File: config.mk
export PLATFORM = sky130hd
export DESIGN_NAME = asp_top
export DESIGN_NICKNAME = d
export VERILOG_FILES = /design/src/design/asp_tick.v /design/src/design/asp_tx.v /design/src/design/asp_top.v
export VERILOG_INCLUDE_DIRS = /design/src /design/src/design
export SDC_FILE = /design/constraint.sdc
export NUM_CORES = 1
export LEC_CHECK = 0
export ABC_AREA = 1
export BUFFER_PORTS_ARGS = -buffer_cell sky130_fd_sc_hd__clkbuf_2
export CAP_MARGIN = 20
export CORE_AREA = 2 2 133 135
export CTS_CLUSTER_SIZE = 24
export DETAILED_ROUTE_END_ITERATION = 7
export DIE_AREA = 0 0 135 137
export GPL_TIMING_DRIVEN = 0
export PLACE_DENSITY = 0.61
export SYNTH_ARGS = -nofsm -noshare
export SYNTH_HDL_FRONTEND = slang
export SYNTH_HIERARCHICAL = 1
export SYNTH_SLANG_ARGS = --single-unit
File: constraint.sdc
create_clock -name ref_clk -period 5.13 [get_ports ref_clk]
set_clock_uncertainty 0.1 [all_clocks]
set_input_delay 0.7695 -clock ref_clk [delete_from_list [all_inputs] [get_ports ref_clk]]
set_output_delay 0.7695 -clock ref_clk [all_outputs]
set_load 0.005 [all_outputs]
File: src/design/asp_regs.vh
// Purpose: constants of the asynchronous serial port (register map, fields, codes)
// Assumes: 8-bit register port with a 2-bit address
// Notes: all offsets, field positions and reset values live here
// How it works
// - rx_char_ready is set while a character waits, cleared by reading the last waiting character from receive data.
// - tx_buffer_empty is set when the buffer empties and after reset; load clears it.
// - loop_back_on feeds transmit data to the receiver and ignores the receive pin.
// - clock_ratio codes 00..11 give 1, 16, 32, 64 clocks per bit, both directions.
// - clock_source_sel 1 takes the timer pulse, 0 takes the timer's external input line.
// - Parity is even when even_sel is 1, odd when even_sel is 0.
// - check_bit_on adds a parity bit; receiver keeps it unless characters are 8 bits.
// - char_length codes 00..11 give 5, 6, 7, 8 data bits.
// - force_char_mode sends a whole character time at force_level for each loaded character.
// - hold_spacing drives the transmit line low at once; clearing it returns to marking, or to the current frame bit while a character is still shifting.
// - Transmitter sends two stops when stop_count_sel is 1; receiver checks one stop.
// - Transmitter requests an interrupt on an empty buffer only when irq_allow is 1.
// - unit_on 0 stops transmission and holds marking, but finishes a started character.
// - any_rx_fault is the OR of parity, overrun and framing fault flags.
// - A missing stop bit sets frame_fault and waits half a bit, one bit at ratio 1, before hunting again.
// - A parity mismatch sets the parity flag, which stays until software clears it.
// - A third unread arrival is flagged overrun; reading it latches overrun until cleared.
// - Receiver requests an interrupt on a fault or a waiting character when irq_allow is 1.
// - Writing rx_ctrl_stat clears latched parity and overrun indications.
// - Above ratio 1 a start bit must stay low half a bit and later bits are sampled mid-bit; at ratio 1 the low tick starts the data bits.
// - Received characters shorter than 8 bits, counting a kept parity bit, are padded with ones at the top.
// - An idle transmitter holds its output high.
`ifndef ASP_REGS_VH
`define ASP_REGS_VH

`define ASP_ADDR_LINE    2'h0
`define ASP_ADDR_TX      2'h1
`define ASP_ADDR_RX      2'h2
`define ASP_ADDR_DATA    2'h3

`define ASP_LINE_RESET   8'h00
`define ASP_LS_LOOP      0
`define ASP_LS_RATIO     2:1
`define ASP_LS_SRC       3
`define ASP_LS_EVEN      4
`define ASP_LS_PAR       5
`define ASP_LS_LEN       7:6

`define ASP_TX_RESET     7'h00
`define ASP_TX_EMPTY     0
`define ASP_TX_LEVEL     1
`define ASP_TX_FORCE     2
`define ASP_TX_BREAK     3
`define ASP_TX_STOP2     4
`define ASP_TX_IEN       6
`define ASP_TX_EN        7

`define ASP_RX_RESET     2'h0
`define ASP_RX_ERR       0
`define ASP_RX_FE        1
`define ASP_RX_PE        2
`define ASP_RX_OVR       3
`define ASP_RX_READY     4
`define ASP_RX_IEN       6
`define ASP_RX_EN        7

`define ASP_RATIO_X1     2'h0
`define ASP_RATIO_X16    2'h1
`define ASP_RATIO_X32    2'h2
`define ASP_TICKS_X1     7'h01
`define ASP_TICKS_X16    7'h10
`define ASP_TICKS_X32    7'h20
`define ASP_TICKS_X64    7'h40
`define ASP_MIN_BITS     4'h5

`endif

File: src/design/asp_tick.v
// Purpose: select the serial bit clock source and turn it into one-cycle ticks
// Assumes: timer pulse is on ref_clk already; the external line is asynchronous
// Notes: a tick marks one rising edge of the selected serial clock
`timescale 1ns/100ps
`include "asp_regs.vh"

module asp_tick (
	input  wire ref_clk,     // System clock
	input  wire rst,         // Synchronous reset, active high
	input  wire ext_clk_in,  // Timer external input line, asynchronous
	input  wire timer_pulse, // Timer output pulse, same domain
	input  wire src_sel,     // 1 selects timer pulse
	output reg  tick         // One-cycle serial clock event
);

	reg ext_s1;
	reg ext_s2;
	reg ext_s3;

	always @(posedge ref_clk) begin
		if (rst) begin
			ext_s1 <= 1'b0;
			ext_s2 <= 1'b0;
			ext_s3 <= 1'b0;
			tick   <= 1'b0;
		end else begin
			ext_s1 <= ext_clk_in;
			ext_s2 <= ext_s1;
			ext_s3 <= ext_s2;
			tick   <= src_sel ? timer_pulse : (ext_s2 & ~ext_s3);
		end
	end

endmodule // asp_tick

File: src/design/asp_tx.v
// Purpose: transmit buffer and shifter of the asynchronous serial port
// Assumes: tick is a one-cycle event; bit_ticks ticks make one bit time
// Notes: the line is registered, so break and idle show one cycle after the cause
`timescale 1ns/100ps
`include "asp_regs.vh"

module asp_tx (
	input  wire       ref_clk,         // System clock
	input  wire       rst,             // Synchronous reset, active high
	input  wire       tick,            // Serial clock event
	input  wire [6:0] bit_ticks,       // Ticks per bit
	input  wire       load,            // Write of a character
	input  wire [7:0] load_data,       // Character written
	input  wire [1:0] char_length,     // Data bits code
	input  wire       check_bit_on,    // Parity present
	input  wire       even_sel,        // Even parity
	input  wire       stop_count_sel,  // Two stop bits
	input  wire       force_char_mode, // Send constant characters
	input  wire       force_level,     // Level of constant characters
	input  wire       hold_spacing,    // Break
	input  wire       unit_on,         // Transmitter enable
	output reg        txd,             // Serial output
	output wire       tx_buffer_empty  // Buffer has no character
);

	reg        buf_full;
	reg [7:0]  buf_data;
	reg        busy;
	reg [11:0] frame;
	reg [3:0]  bits_left;
	reg [6:0]  cnt;
	wire [3:0] nb = {2'b00, char_length} + `ASP_MIN_BITS;

	function [11:0] tx_frame;
		input [7:0] d;
		input [3:0] n;
		input       par;
		input       even;
		reg   [7:0] m;
		integer     i;
		begin
			m = 8'h00;
			tx_frame = 12'hffe;
			for (i = 0; i < 8; i = i + 1) begin
				if (i < n) begin
					tx_frame[i + 1] = d[i];
					m[i] = d[i];
				end
			end
			if (par)
				tx_frame[n + 4'd1] = ^m ^ ~even;
		end
	endfunction

	assign tx_buffer_empty = ~buf_full;

	always @(posedge ref_clk) begin
		if (rst) begin
			buf_full  <= 1'b0;
			buf_data  <= 8'h00;
			busy      <= 1'b0;
			frame     <= 12'hfff;
			bits_left <= 4'h0;
			cnt       <= 7'h00;
			txd       <= 1'b1;
		end else begin
			if (load) begin
				buf_full <= 1'b1;
				buf_data <= load_data;
			end
			if (!busy) begin
				if (buf_full && unit_on && !load) begin
					busy      <= 1'b1;
					buf_full  <= 1'b0;
					frame     <= force_char_mode ? {12{force_level}} :
						tx_frame(buf_data, nb, check_bit_on, even_sel);
					bits_left <= nb + {3'b000, check_bit_on} + 4'd2 +
						{3'b000, stop_count_sel};
					cnt       <= 7'h00;
				end
			end else if (tick) begin
				if (cnt == bit_ticks - 7'd1) begin
					cnt       <= 7'h00;
					frame     <= {1'b1, frame[11:1]};
					bits_left <= bits_left - 4'd1;
					if (bits_left == 4'd1)
						busy <= 1'b0;
				end else begin
					cnt <= cnt + 7'd1;
				end
			end
			// Break wins over everything; idle shows marking, a disabled unit still shows its started frame
			txd <= hold_spacing ? 1'b0 : (busy ? frame[0] : 1'b1);
		end
	end

endmodule // asp_tx

File: src/design/asp_top.v
// Purpose: asynchronous serial port with line setup, transmit and receive registers
// Assumes: register port strobes are one cycle; read data is valid the cycle after
// Notes: receive side holds two characters beyond the shifter before overrun
//
// The address-and-strobe port and the placing of the registers were chosen for this implementation.
`timescale 1ns/100ps
`include "asp_regs.vh"

module asp_top (
	input  wire       ref_clk,    // System clock, 100 MHz
	input  wire       rst,        // Synchronous reset, active high
	input  wire [1:0] reg_addr,   // Register address
	input  wire [7:0] reg_wdata,  // Write data
	input  wire       reg_wr,     // Write strobe
	input  wire       reg_rd,     // Read strobe
	output reg  [7:0] reg_rdata,  // Read data, cycle after the strobe
	input  wire       rxd,        // Receive pin
	output wire       txd,        // Transmit pin
	input  wire       ct1_pulse,  // Timer 1 output pulse
	input  wire       ct1_ext_in, // Timer 1 external input line
	output wire       tx_irq,     // Transmitter interrupt request
	output wire       rx_irq      // Receiver interrupt request
);

	localparam RX_IDLE  = 3'h0;
	localparam RX_START = 3'h1;
	localparam RX_DATA  = 3'h2;
	localparam RX_STOP  = 3'h3;
	localparam RX_FEXT  = 3'h4;

	reg [7:0] line_setup;
	reg [7:1] tx_ctl;
	reg [7:6] rx_ctl;

	wire       tick;
	wire       tx_empty;
	wire       wr_line = reg_wr && (reg_addr == `ASP_ADDR_LINE);
	wire       wr_tx   = reg_wr && (reg_addr == `ASP_ADDR_TX);
	wire       wr_rx   = reg_wr && (reg_addr == `ASP_ADDR_RX);
	wire       wr_data = reg_wr && (reg_addr == `ASP_ADDR_DATA);
	wire       rd_data = reg_rd && (reg_addr == `ASP_ADDR_DATA);
	wire [1:0] char_length = line_setup[`ASP_LS_LEN];
	wire       check_bit_on = line_setup[`ASP_LS_PAR];
	wire       even_sel = line_setup[`ASP_LS_EVEN];
	wire       loop_back_on = line_setup[`ASP_LS_LOOP];

	function [6:0] ratio_ticks;
		input [1:0] code;
		begin
			case (code)
				`ASP_RATIO_X1:  ratio_ticks = `ASP_TICKS_X1;
				`ASP_RATIO_X16: ratio_ticks = `ASP_TICKS_X16;
				`ASP_RATIO_X32: ratio_ticks = `ASP_TICKS_X32;
				default:        ratio_ticks = `ASP_TICKS_X64;
			endcase
		end
	endfunction

	// Keeps the received bits at the bottom, ones above them
	function [7:0] rx_align;
		input [7:0] sh;
		input [3:0] n;
		reg   [3:0] gap;
		begin
			gap = (n > 4'd8) ? 4'd0 : 4'd8 - n;
			rx_align = (sh >> gap) | ~(8'hff >> gap);
		end
	endfunction

	wire [6:0] bit_ticks = ratio_ticks(line_setup[`ASP_LS_RATIO]);
	wire [6:0] half_m1 = (bit_ticks == `ASP_TICKS_X1) ? 7'h00 :
		{1'b0, bit_ticks[6:1]} - 7'd1;
	wire [3:0] rx_bits = {2'b00, char_length} + `ASP_MIN_BITS + {3'b000, check_bit_on};

	always @(posedge ref_clk) begin
		if (rst) begin
			line_setup <= `ASP_LINE_RESET;
			tx_ctl     <= `ASP_TX_RESET;
			rx_ctl     <= `ASP_RX_RESET;
		end else begin
			if (wr_line)
				line_setup <= reg_wdata;
			if (wr_tx)
				tx_ctl <= reg_wdata[7:1]; // Empty flag is not writable
			if (wr_rx)
				rx_ctl <= reg_wdata[7:6]; // Status bits are not writable
		end
	end

	asp_tick u_tick (
		.ref_clk     (ref_clk),
		.rst         (rst),
		.ext_clk_in  (ct1_ext_in),
		.timer_pulse (ct1_pulse),
		.src_sel     (line_setup[`ASP_LS_SRC]),
		.tick        (tick)
	);

	asp_tx u_tx (
		.ref_clk         (ref_clk),
		.rst             (rst),
		.tick            (tick),
		.bit_ticks       (bit_ticks),
		.load            (wr_data),
		.load_data       (reg_wdata),
		.char_length     (char_length),
		.check_bit_on    (check_bit_on),
		.even_sel        (even_sel),
		.stop_count_sel  (tx_ctl[`ASP_TX_STOP2]),
		.force_char_mode (tx_ctl[`ASP_TX_FORCE]),
		.force_level     (tx_ctl[`ASP_TX_LEVEL]),
		.hold_spacing    (tx_ctl[`ASP_TX_BREAK]),
		.unit_on         (tx_ctl[`ASP_TX_EN]),
		.txd             (txd),
		.tx_buffer_empty (tx_empty)
	);

	// Receive pin synchroniser; loopback bypasses it
	reg  rx_s1;
	reg  rx_s2;
	wire rx_in = loop_back_on ? txd : rx_s2;

	always @(posedge ref_clk) begin
		if (rst) begin
			rx_s1 <= 1'b1;
			rx_s2 <= 1'b1;
		end else begin
			rx_s1 <= rxd;
			rx_s2 <= rx_s1;
		end
	end

	reg [2:0] rs;
	reg [6:0] rcnt;
	reg [3:0] ridx;
	reg [7:0] rsh;
	reg       rpar;
	reg       rx_done;
	reg [7:0] rx_data;
	reg       rx_pe;
	reg       rx_fe;
	wire      at_bit = tick && (rcnt == bit_ticks - 7'd1);
	wire      at_half = tick && (rcnt == half_m1);

	always @(posedge ref_clk) begin
		if (rst || !rx_ctl[`ASP_RX_EN]) begin
			rs      <= RX_IDLE;
			rcnt    <= 7'h00;
			ridx    <= 4'h0;
			rsh     <= 8'hff;
			rpar    <= 1'b0;
			rx_done <= 1'b0;
			rx_data <= 8'h00;
			rx_pe   <= 1'b0;
			rx_fe   <= 1'b0;
		end else begin
			rx_done <= 1'b0;
			if (tick && rs != RX_IDLE)
				rcnt <= rcnt + 7'd1;
			case (rs)
				RX_IDLE: begin
					rcnt <= 7'h00;
					ridx <= 4'h0;
					rsh  <= 8'hff;
					rpar <= 1'b0;
					// At ratio 1 the clock is already bit-aligned
					if (tick && !rx_in)
						rs <= (bit_ticks == `ASP_TICKS_X1) ? RX_DATA : RX_START;
				end
				RX_START: begin
					if (at_half) begin
						rcnt <= 7'h00;
						rs   <= rx_in ? RX_IDLE : RX_DATA;
					end
				end
				RX_DATA: begin
					if (at_bit) begin
						rcnt <= 7'h00;
						rpar <= rpar ^ rx_in;
						if (ridx < 4'd8)
							rsh <= {rx_in, rsh[7:1]}; // Parity beyond 8 bits dropped
						ridx <= ridx + 4'd1;
						if (ridx == rx_bits - 4'd1)
							rs <= RX_STOP;
					end
				end
				RX_STOP: begin
					if (at_bit) begin
						rcnt    <= 7'h00;
						rx_done <= 1'b1;
						rx_data <= rx_align(rsh, rx_bits);
						rx_pe   <= check_bit_on && (rpar == even_sel);
						rx_fe   <= ~rx_in; // Only one stop is checked
						rs      <= rx_in ? RX_IDLE : RX_FEXT;
					end
				end
				RX_FEXT: begin
					if (at_half)
						rs <= RX_IDLE;
				end
				default: rs <= RX_IDLE;
			endcase
		end
	end

	// Two held characters; a third arrival overwrites the newer one as overrun
	reg       v0;
	reg [7:0] d0;
	reg       pe0;
	reg       fe0;
	reg       ov0;
	reg       v1;
	reg [7:0] d1;
	reg       pe1;
	reg       fe1;
	reg       ov1;
	reg       pe_lat;
	reg       ov_lat;
	wire      pop = rd_data && v0;

	always @(posedge ref_clk) begin
		if (rst) begin
			v0     <= 1'b0;
			d0     <= 8'h00;
			pe0    <= 1'b0;
			fe0    <= 1'b0;
			ov0    <= 1'b0;
			v1     <= 1'b0;
			d1     <= 8'h00;
			pe1    <= 1'b0;
			fe1    <= 1'b0;
			ov1    <= 1'b0;
			pe_lat <= 1'b0;
			ov_lat <= 1'b0;
		end else begin
			if (pop) begin
				v0  <= v1;
				d0  <= d1;
				pe0 <= pe1;
				fe0 <= fe1;
				ov0 <= ov1;
				v1  <= 1'b0;
			end
			if (rx_done) begin
				if (!v0 || (pop && !v1)) begin
					v0  <= 1'b1;
					d0  <= rx_data;
					pe0 <= rx_pe;
					fe0 <= rx_fe;
					ov0 <= 1'b0;
				end else begin
					v1  <= 1'b1;
					d1  <= rx_data;
					pe1 <= rx_pe;
					fe1 <= rx_fe;
					ov1 <= v1 && !pop;
				end
			end
			// A new latch event wins over a clearing write in the same cycle
			pe_lat <= (pop && pe0) || (pe_lat && !wr_rx);
			ov_lat <= (pop && ov0) || (ov_lat && !wr_rx);
		end
	end

	wire fe_now  = v0 && fe0;
	wire pe_now  = (v0 && pe0) || pe_lat;
	wire ov_now  = (v0 && ov0) || ov_lat;
	wire any_err = fe_now || pe_now || ov_now;

	wire [7:0] tx_view = {tx_ctl, tx_empty};
	wire [7:0] rx_view = {rx_ctl, 1'b0, v0, ov_now, pe_now, fe_now, any_err};

	always @(posedge ref_clk) begin
		if (rst) begin
			reg_rdata <= 8'h00;
		end else if (reg_rd) begin
			case (reg_addr)
				`ASP_ADDR_LINE: reg_rdata <= line_setup;
				`ASP_ADDR_TX:   reg_rdata <= tx_view;
				`ASP_ADDR_RX:   reg_rdata <= rx_view;
				default:        reg_rdata <= d0;
			endcase
		end else begin
			reg_rdata <= 8'h00;
		end
	end

	assign tx_irq = tx_ctl[`ASP_TX_IEN] && tx_empty;
	assign rx_irq = rx_ctl[`ASP_RX_IEN] && (v0 || any_err);

endmodule // asp_top

# [Yosys cells after proc, flatten, opt, wreduce, memory -nomap -nowiden]
# Index checks and enable logic that the tools add are counted.
[word_totals] register_bits=125 input_bits=17 out_inout_bits=11
[classes] add_sub_neg=13 n_lt_le_gt_ge=12 n_eq_ne=25 shifts=2 muxes=137 bitwise=12 n_reduce_logical=58
[op_table] cell="1-bit 2-to-1 mux" n=94
[op_table] cell="12-bit 2-to-1 mux" n=6
[op_table] cell="7-bit 2-to-1 mux" n=8
[op_table] cell="7-bit one-hot mux with 3 select lines" n=2
[op_table] cell="8-bit 2-to-1 mux" n=5
[op_table] cell="1-bit logical AND" n=25
[op_table] cell="4-bit 2-to-1 mux" n=6
[op_table] cell="8-bit one-hot mux with 3 select lines" n=1
[op_table] cell="7-bit == test" n=3
[op_table] cell="3-bit 2-to-1 mux" n=7
[op_table] cell="2-bit inequality test (second input constant)" n=9
[op_table] cell="3-bit by 4-bit less-than comparator with 1-bit output (first input constant)" n=4
[op_table] cell="8-bit one-hot mux with 2 select lines" n=1
[op_table] cell="3-bit one-hot mux with 5 select lines" n=1
[op_table] cell="7-bit by 1-bit adder with 7-bit output (second input constant)" n=2
[op_table] cell="12-bit bitwise mux" n=1
[op_table] cell="1-bit logical OR" n=9
[op_table] cell="4-bit by 1-bit adder with 4-bit output" n=2
[op_table] cell="4-bit by 1-bit adder with 4-bit output (second input constant)" n=2
[op_table] cell="1-bit by 4-bit less-than comparator with 1-bit output (first input constant)" n=2
[op_table] cell="2-bit by 4-bit less-than comparator with 1-bit output (first input constant)" n=2
[op_table] cell="8-bit inverter" n=1
[op_table] cell="8-bit bitwise OR" n=1
[op_table] cell="4-bit one-hot mux with 2 select lines" n=1
[op_table] cell="37 further kinds" n=64

# [Logic depth before layout (Yosys ltp)]
# Gate-level depths: netlist of run 1.
[depth] depth_word=14 mapped_depth=19 depth_no_buf=19

# [By module]
# The synthesis of run 1 kept the hierarchy.
[by_module_without_submodules] mod="asp_top" instances=1 cells_each=613 area_per_inst_um2=4331.7
[by_module_without_submodules] mod="asp_tx" instances=1 cells_each=352 area_per_inst_um2=2258.4
[by_module_without_submodules] mod="asp_tick" instances=1 cells_each=17 area_per_inst_um2=132.6

# [Least setup slack after synthesis of run 1]
# OpenSTA, ideal clock, no wires.
[synth_timing] path_kind="reg-to-reg" startpoint="reg line_setup[6]" endpoint="reg rx_data[5]" arrival_ns=2.260 path_slack_ns=2.653 stages_incl_launch_ff=12 synth_period_minus_slack_ns=2.477 path_cell_list="dfxtp_1 > inv_1 > ha_1 > inv_1 > fa_1 > inv_1 > nor2_1 > inv_1 > nand2_1 > o21ai_0 > nor3_1 > nor2_1"
[synth_between] elab_chain_len=7 elab_cells_between_ends=9
[synth_lines] item="start: declaration" line="asp_top.v:31" source="reg [7:0] line_setup;"
[synth_lines] item="start signal: assignment" line="asp_top.v:77" source="line_setup <= `ASP_LINE_RESET;"
[synth_lines] item="start signal: assignment" line="asp_top.v:82" source="line_setup <= reg_wdata;"
[synth_lines] item="2-bit by 3-bit adder with 4-bit output (no line) (*)"
[synth_lines] item="4-bit by 1-bit adder with 4-bit output (*)" line="asp_top.v:73" source="wire [3:0] rx_bits = {2'b00, char_length} + `ASP_MIN_BITS + {3'b000, check_bit_on};"
[synth_lines] item="4-bit subtractor / 4-bit greater-than comparator (equally long branches)" line="asp_top.v:65" source="gap = (n > 4'd8) ? 4'd0 : 4'd8 - n;"
[synth_lines] item="4-bit 2-to-1 mux (*)" line="asp_top.v:65"
[synth_lines] item="8-bit by 4-bit >> shifter with 8-bit output" line="asp_top.v:66" source="rx_align = (sh >> gap) | ~(8'hff >> gap);"
[synth_lines] item="8-bit inverter" line="asp_top.v:66"
[synth_lines] item="8-bit bitwise OR (*)" line="asp_top.v:66"
[synth_lines] item="end signal: assignment" line="asp_top.v:191" source="rx_data <= rx_align(rsh, rx_bits);"
[synth_lines] item="end: declaration" line="asp_top.v:139" source="reg [7:0] rx_data;"
# Every way passes the cells marked *; elsewhere a longest branch is shown, timed or not.
# A chain may end at the register's enable or synchronous reset.

# [Final worst setup path of run 1]
[layout_timing] startpoint="reg line_setup[6]" endpoint="reg rx_data[1]"
# The elaborated chain is that of the path after synthesis.

==> impl_results.md, run 1 <==
* Status: finished, final reports clean
* Yosys reg bits at between 100 and 150
* Top cell by count, worst path: inv_1
* Top post-synthesis cells by area: dfxtp_1, nand2_1, inv_1
* CP Data Arrival Time at 3.15 ns
* Fin crit share at between 50% and 60%
* GP Congestion at roughly 0.86
* Post-synth cell types at 52
* Die H at ~140 um
* Area grow syn2layout at 16.0%
* Global-route wire length before repair at 28700 um
* Avg Inst Size Synth at between 6 and 7 um2
* Root buffer cell: clkbuf_16
* Dominant cell type by area after synthesis: dfxtp_1
* Share of the synthesized area in the top cell type at between 30% and 40%
* Largest net degree at the start of global routing at 17
* Count leader, synth: nand2_1
* Final nets at around 1100
* Worst-path fanout max at 7
* Clk sink count at ~130
* DRC viols at 0
* Drt total wl at between 15000 and 20000 um
* Synth cell count leaders: nand2_1, dfxtp_1, inv_1
* Final worst path period need at roughly 2.9 ns
* Post-cts sizing count at 0
* Leakage at roughly 0.0034 uW
* Max clock buf depth at 2
* Post-route cell area at just under 0.008 mm2
* GRT Residual Overflow at 0
* Rows at 48
* Non-filler cells in the finished layout at about 1300
* Layout cells sized above 1 at between 10% and 20%
* Post-Syn Instances at 982
* Clock tree from TritonCTS: done
* DR iter-0 viols at between 300 and 400
* Detail Route Antenna Nets at 0
* Cell area after synthesis at roughly 0.0067 mm2
* Number of synthesized flops with an enable pin at 0
* Count of pins over their slew limit at 0
* Antenna diode count at 0
* Detailed Place HPWL at ~13000 um
* # hold bufs at CTS at 0
* CTS buffer count at 17
* Critical path, cell by cell: inv_1 > ha_1 > inv_1 > fa_1 > inv_1 > nor2_1 > nor2_1 > o211ai_1 > o21ai_0 > a21oi_1 > a31oi_1
* Critical path's largest stage delay at between 0.5 and 0.6 ns
* Relative slew slack at a little under three fifths
* H-tree depth at 4
* Slew of the pin with the lowest slew margin at roughly 0.67 ns
* GR Util All Layers at about a fifth
* Routed length per placed instance at about 14 um
* Via Count at 6281
* Clk slew on worst S/H paths at 0.06 ns
* Worst hold-check path type: flop to flop
* Critical path class: flop to flop
* Final setup violation count at 0
* PortBufs at 26
* Die ar. at around 0.018 mm2
* Type of origin of the critical path: flop
* Max VDD drop at between 0.2 and 0.3 mV
* Slowest cell on the critical path: fa_1
* Initial Util at between 30% and 40%
* CP Capture Type: flop
* Setup TNS Final at 0 ns
* Fmax at roughly 340 MHz
* Final Hold Fails at 0
* # Max-Cap Violations at 0
* Yosys warns at 6
* Asr flop ratio synth at 0%
* Chip width at between 100 and 150 um
* PD cells at 322 mW/mm2
* Setup Buffers After CTS at 0
* Initial antenna violation count at 0
* Num ports at 28
* Main synth FF type: dfxtp_1
* Seq/Total Area, Yosys at a little under two fifths
* Cells after DPL at ~1200
* Clk_lat worst skew at between 0.4 and 0.5 ns
* Drt pass-1 iters at 5
* Filler instances at ~1800
* Req. time, crit path at 5.34 ns
* Vias in the first global route at about 6000
* Area of the core at approximately 0.017 mm2
* Via density at roughly 5
* RSZ-0062 raised after global routing: no
* Area of placed instances at a little over 0.007 mm2
* WHS at just over 0.3 ns
[critical path: cells and delay by family, from the launching register on]
kind / cells / cell delay [ns]
DFF: 1 / 0.50
adders and majority gates: 2 / 0.97
AOI/OAI and AO/OA: 4 / 0.48
buffers and inverters: 3 / 0.32
and+or+nand+nor: 2 / 0.45
[routing by layer]
layer	up-vias	share of wire (%)	global-route usage (%)
met5	-	0	0
met4	0	2.2	7.47
met3	26	4.6	3.74
met2	161	47	32.8
met1	2804	46	24.7
li1	3290	-	-
[registers in the layout, indices dropped and copies added, names as in the netlist, 2 cells and up]
register and count:
u_tx/frame 12, d0 8, d1 8, line_setup 8, reg_rdata 8, rsh 8
rx_data 8, u_tx/buf_data 8, rcnt 7, tx_ctl 7, u_tx/cnt 7, ridx 4
u_tx/bits_left 4, rs 3, rx_ctl 2
[metrics by stage]
step                      setup WS [ns]  util [%]  power [uW]
after floorplan                    2.65         -        1170
after global placement             2.21      42.0        1230
after detailed placement           2.21      42.0        1230
after CTS                          2.20      45.7        2530
after global routing               1.88      45.7        2600
final                              2.18      45.7        2510
[cells in the final DEF, fill, tap and decap left out, drive strengths merged, types with 4 or more instances in the layout]
cell type / count
nand2: 277
dfxtp: 125
inv: 124
nor2: 85
a21oi: 85
o21ai: 75
nand3: 71
clkbuf: 66
ha: 22
xor2: 14
a31oi: 12
nand4: 12
buf: 9
or2: 8
xnor2: 7
conb: 7
nor3: 7
o211ai: 5
clkinv: 5
bufinv: 4
[worst paths after layout]
kind,from,to,slack (ns),depth (start not counted)
setup / recovery,line_setup[6],rx_data[1],2.18,11
hold / removal,u_tick/ext_s1,u_tick/ext_s2,0.30,2
setup reg to reg,line_setup[6],rx_data[1],2.18,11
hold reg to reg,u_tick/ext_s1,u_tick/ext_s2,0.30,2
[cells by family after synthesis]
| family | count (synthesis) | share of synthesized area [%] |
|---|---|---|
| xor+xnor | 21 | 2.74 |
| mux | 1 | 0.149 |
| fa+ha+maj | 24 | 4.69 |
| other cells | 1 | 0.0558 |
| compound gates | 193 | 16.0 |
| buf+inv | 152 | 9.06 |
| flops | 125 | 37.2 |
| simple gates | 465 | 30.1 |
[where the power goes]
part / internal, uW / switching [uW]
Sequential: 985 / 13.8
Clock: 844 / 463
Combinational: 67.7 / 141
Total: 1900 / 618
[final cells by class]
type / instances / area, um2 / share of cell area, %
repair buffers: 26 / 130 / 1.67
plain buffers: 29 / 143 / 1.83
clock inverters: 12 / 184 / 2.36
flip-flops and latches: 125 / 2500 / 32.1
inverters: 123 / 467 / 5.99
clock buffers: 20 / 457 / 5.86
well taps: 225 / 282 / 3.61
multi-input cells: 711 / 3630 / 46.6
Power figures use the tool's default switching activity.
==> run 2, diff against run 1 <==
clock period = 3 ns   (was 5.13 ns; I/O delays follow)
==> impl_results.md, run 2 (same netlist as run 1, synthesis figures left out) <==
* Leakage at 0.00340 uW (about the same)
* Clk slew on worst S/H paths at 0.06 ns (about the same)
* WHS at 0.122 ns (-0.180 ns)
* Fin crit share at 93.1% (+36 points)
* Req. time, crit path at 3.20 ns (-2.14 ns)
* Global-route wire length before repair at 28700 um (unchanged)
* Post-route cell area at 0.00780 mm2 (about the same)
* Commonest non-fill, non-tap cells in the layout: nand2_1, dfxtp_1, inv_1
* CP Capture Type: flop
* Final Hold Fails at 0 (unchanged)
* Critical path, cell by cell: inv_1 > ha_2 > inv_1 > fa_1 > inv_1 > nor2_2 > nor2_1 > o211ai_1 > o21ai_0 > a21oi_1 > a31oi_1
* CP Data Arrival Time at 3.00 ns (-0.15 ns)
* Antenna diode count at 0 (unchanged)
* Most common cell after layout, fill and taps aside: nand2_1
* Count of pins over their slew limit at 0 (unchanged)
* Critical path class: flop to flop
* Initial Util at 39.4% (unchanged)
* PortBufs at 26 (unchanged)
* Slowest cell on the critical path: fa_1
* H-tree depth at 4 (unchanged)
* Rows at 48 (unchanged)
* Num ports at 28 (unchanged)
* Post-cts sizing count at 0 (unchanged)
* Detailed Place HPWL at 12800 um (unchanged)
* Vias in the first global route at 5977 (unchanged)
* Area grow syn2layout at 16.1% (about the same)
* Layout cells sized above 1 at 11.2% (+0.29 points)
* Top reg by flops: u_tx/frame
* Status: finished, final reports clean
* Area of placed instances at 0.00716 mm2 (unchanged)
* Detail Route Antenna Nets at 0 (unchanged)
* Worst Setup EP: rx_data[1]
* Reg-to-reg endpoint: rx_data[1]
* Fmax at 358 MHz (+5.5%)
* Worst hold-check path type: input port to flop
* Largest net degree at the start of global routing at 17 (unchanged)
* Final total power at 4300 uW (+71%)
* Drt total wl at 17300 um (about the same)
* # Max-Cap Violations at 0 (unchanged)
* Type of origin of the critical path: flop
* GP Congestion at 0.865 (unchanged)
* # hold bufs at CTS at 0 (unchanged)
* Clk_lat worst skew at 0.43 ns (about the same)
* Area of the core at 0.0171 mm2 (unchanged)
* Relative slew slack at 56.0% (+0.88 points)
* Placement Setup Slack at 0.0777 ns (-2.13 ns)
* Register-to-Register Path Depth at 11 (unchanged)
* Final worst path period need at 2.79 ns (-0.153 ns)
* WL met1 at 7970 um (+0.31%)
* Max VDD drop at 0.436 mV (+70%)
* FF-to-FF Start: line_setup[5]
* GRT Residual Overflow at 0 (unchanged)
* Critical path's largest stage delay at 0.54 ns (about the same)
* DR iter-0 viols at 366 (+3.1%)
* Via density at 4.95 (+0.16%)
* Max reg flops at 12 (unchanged)
* Slew of the pin with the lowest slew margin at 0.658 ns (-0.0132 ns)
* Final nets at 1074 (unchanged)
* Root buffer cell: clkbuf_16
* Max clock buf depth at 2 (unchanged)
* Top cell by count, worst path: inv_1
* CTS buffer count at 17 (unchanged)
* Clk sink count at 125 (unchanged)
* Routed wl met2 at 8200 um (+0.34%)
* Drt pass-1 iters at 5 (unchanged)
* Setup Buffers After CTS at 0 (unchanged)
* Routed length per placed instance at 13.6 um (about the same)
* R2R setup slack at 0.21 ns (-1.98 ns)
* DRC viols at 0 (unchanged)
* Worst-path fanout max at 7 (unchanged)
* Initial antenna violation count at 0 (unchanged)
* PD cells at 551 mW/mm2 (+71%)
* Final worst setup slack at 0.206 ns (-1.98 ns)
* CP startpoint: line_setup[5]
* Hold_sp: ct1_ext_in
* Clock tree from TritonCTS: done
* Via Count at 6291 (+0.16%)
* Die H at 137 um (unchanged)
* GR Util All Layers at 19.5% (unchanged)
* Final setup violation count at 0 (unchanged)
* Die ar. at 0.0185 mm2 (unchanged)
* DR top layer: met4
* Met3 WL at 773 um (-1.9%)
* Chip width at 135 um (unchanged)
[run 2: worst max-delay path, delay by kind of cell, from the launching register on]
kind,cells,cell delay [ns]
adders and majority gates,2,0.95
and+or+nand+nor,2,0.37
buffers and inverters,3,0.32
AOI/OAI and AO/OA,4,0.47
DFF,1,0.45
[run 2: cell type report]
| type | instances | area (um2) |
|---|---|---|
| sequential | 125 | 2500 |
| clock inverter | 12 | 184 |
| tap | 225 | 282 |
| clock buffer | 20 | 457 |
| inverter | 123 | 467 |
| buffer | 29 | 143 |
| fill | 1779 | 9250 |
| multi-input combinational | 711 | 3640 |
| timing repair buffer | 26 | 130 |
[run 2: metal layers]
metal | GRT usage, % | up-vias
met5 | 0 | -
met2 | 32.8 | 149
li1 | - | 3287
met3 | 3.74 | 25
met1 | 24.7 | 2830
met4 | 7.47 | 0
[run 2: worst min-delay path by stage]
stage | slack [ns] | endpoint | cells after the start
3_3_place_gp | 0.29 | u_tick/ext_s2 | 2
2_1_floorplan | 0.29 | u_tick/ext_s2 | 2
3_5_place_dp | 0.30 | u_tick/ext_s2 | 2
6_report | 0.12 | u_tick/ext_s1 | 3
5_1_grt | 0.14 | u_tick/ext_s1 | 3
4_1_cts | 0.11 | u_tick/ext_s1 | 3
[run 2: where the power goes]
part           total, uW  leakage (uW)  switching [uW]  internal (uW)
Sequential          1710       0.00101            23.4           1680
Clock               2230      0.000308             787           1440
Combinational        361       0.00208             244            117
[run 2: per-stage QoR]
stage | instances | TNS, ns | util [%]
finish | 1271 | 0 | 45.8
global route | 1271 | -0.00498 | 45.8
global placement | 1239 | 0 | 42.0
detailed placement | 1239 | 0 | 42.0
CTS | 1271 | 0 | 45.7
floorplan | 988 | 0 | -
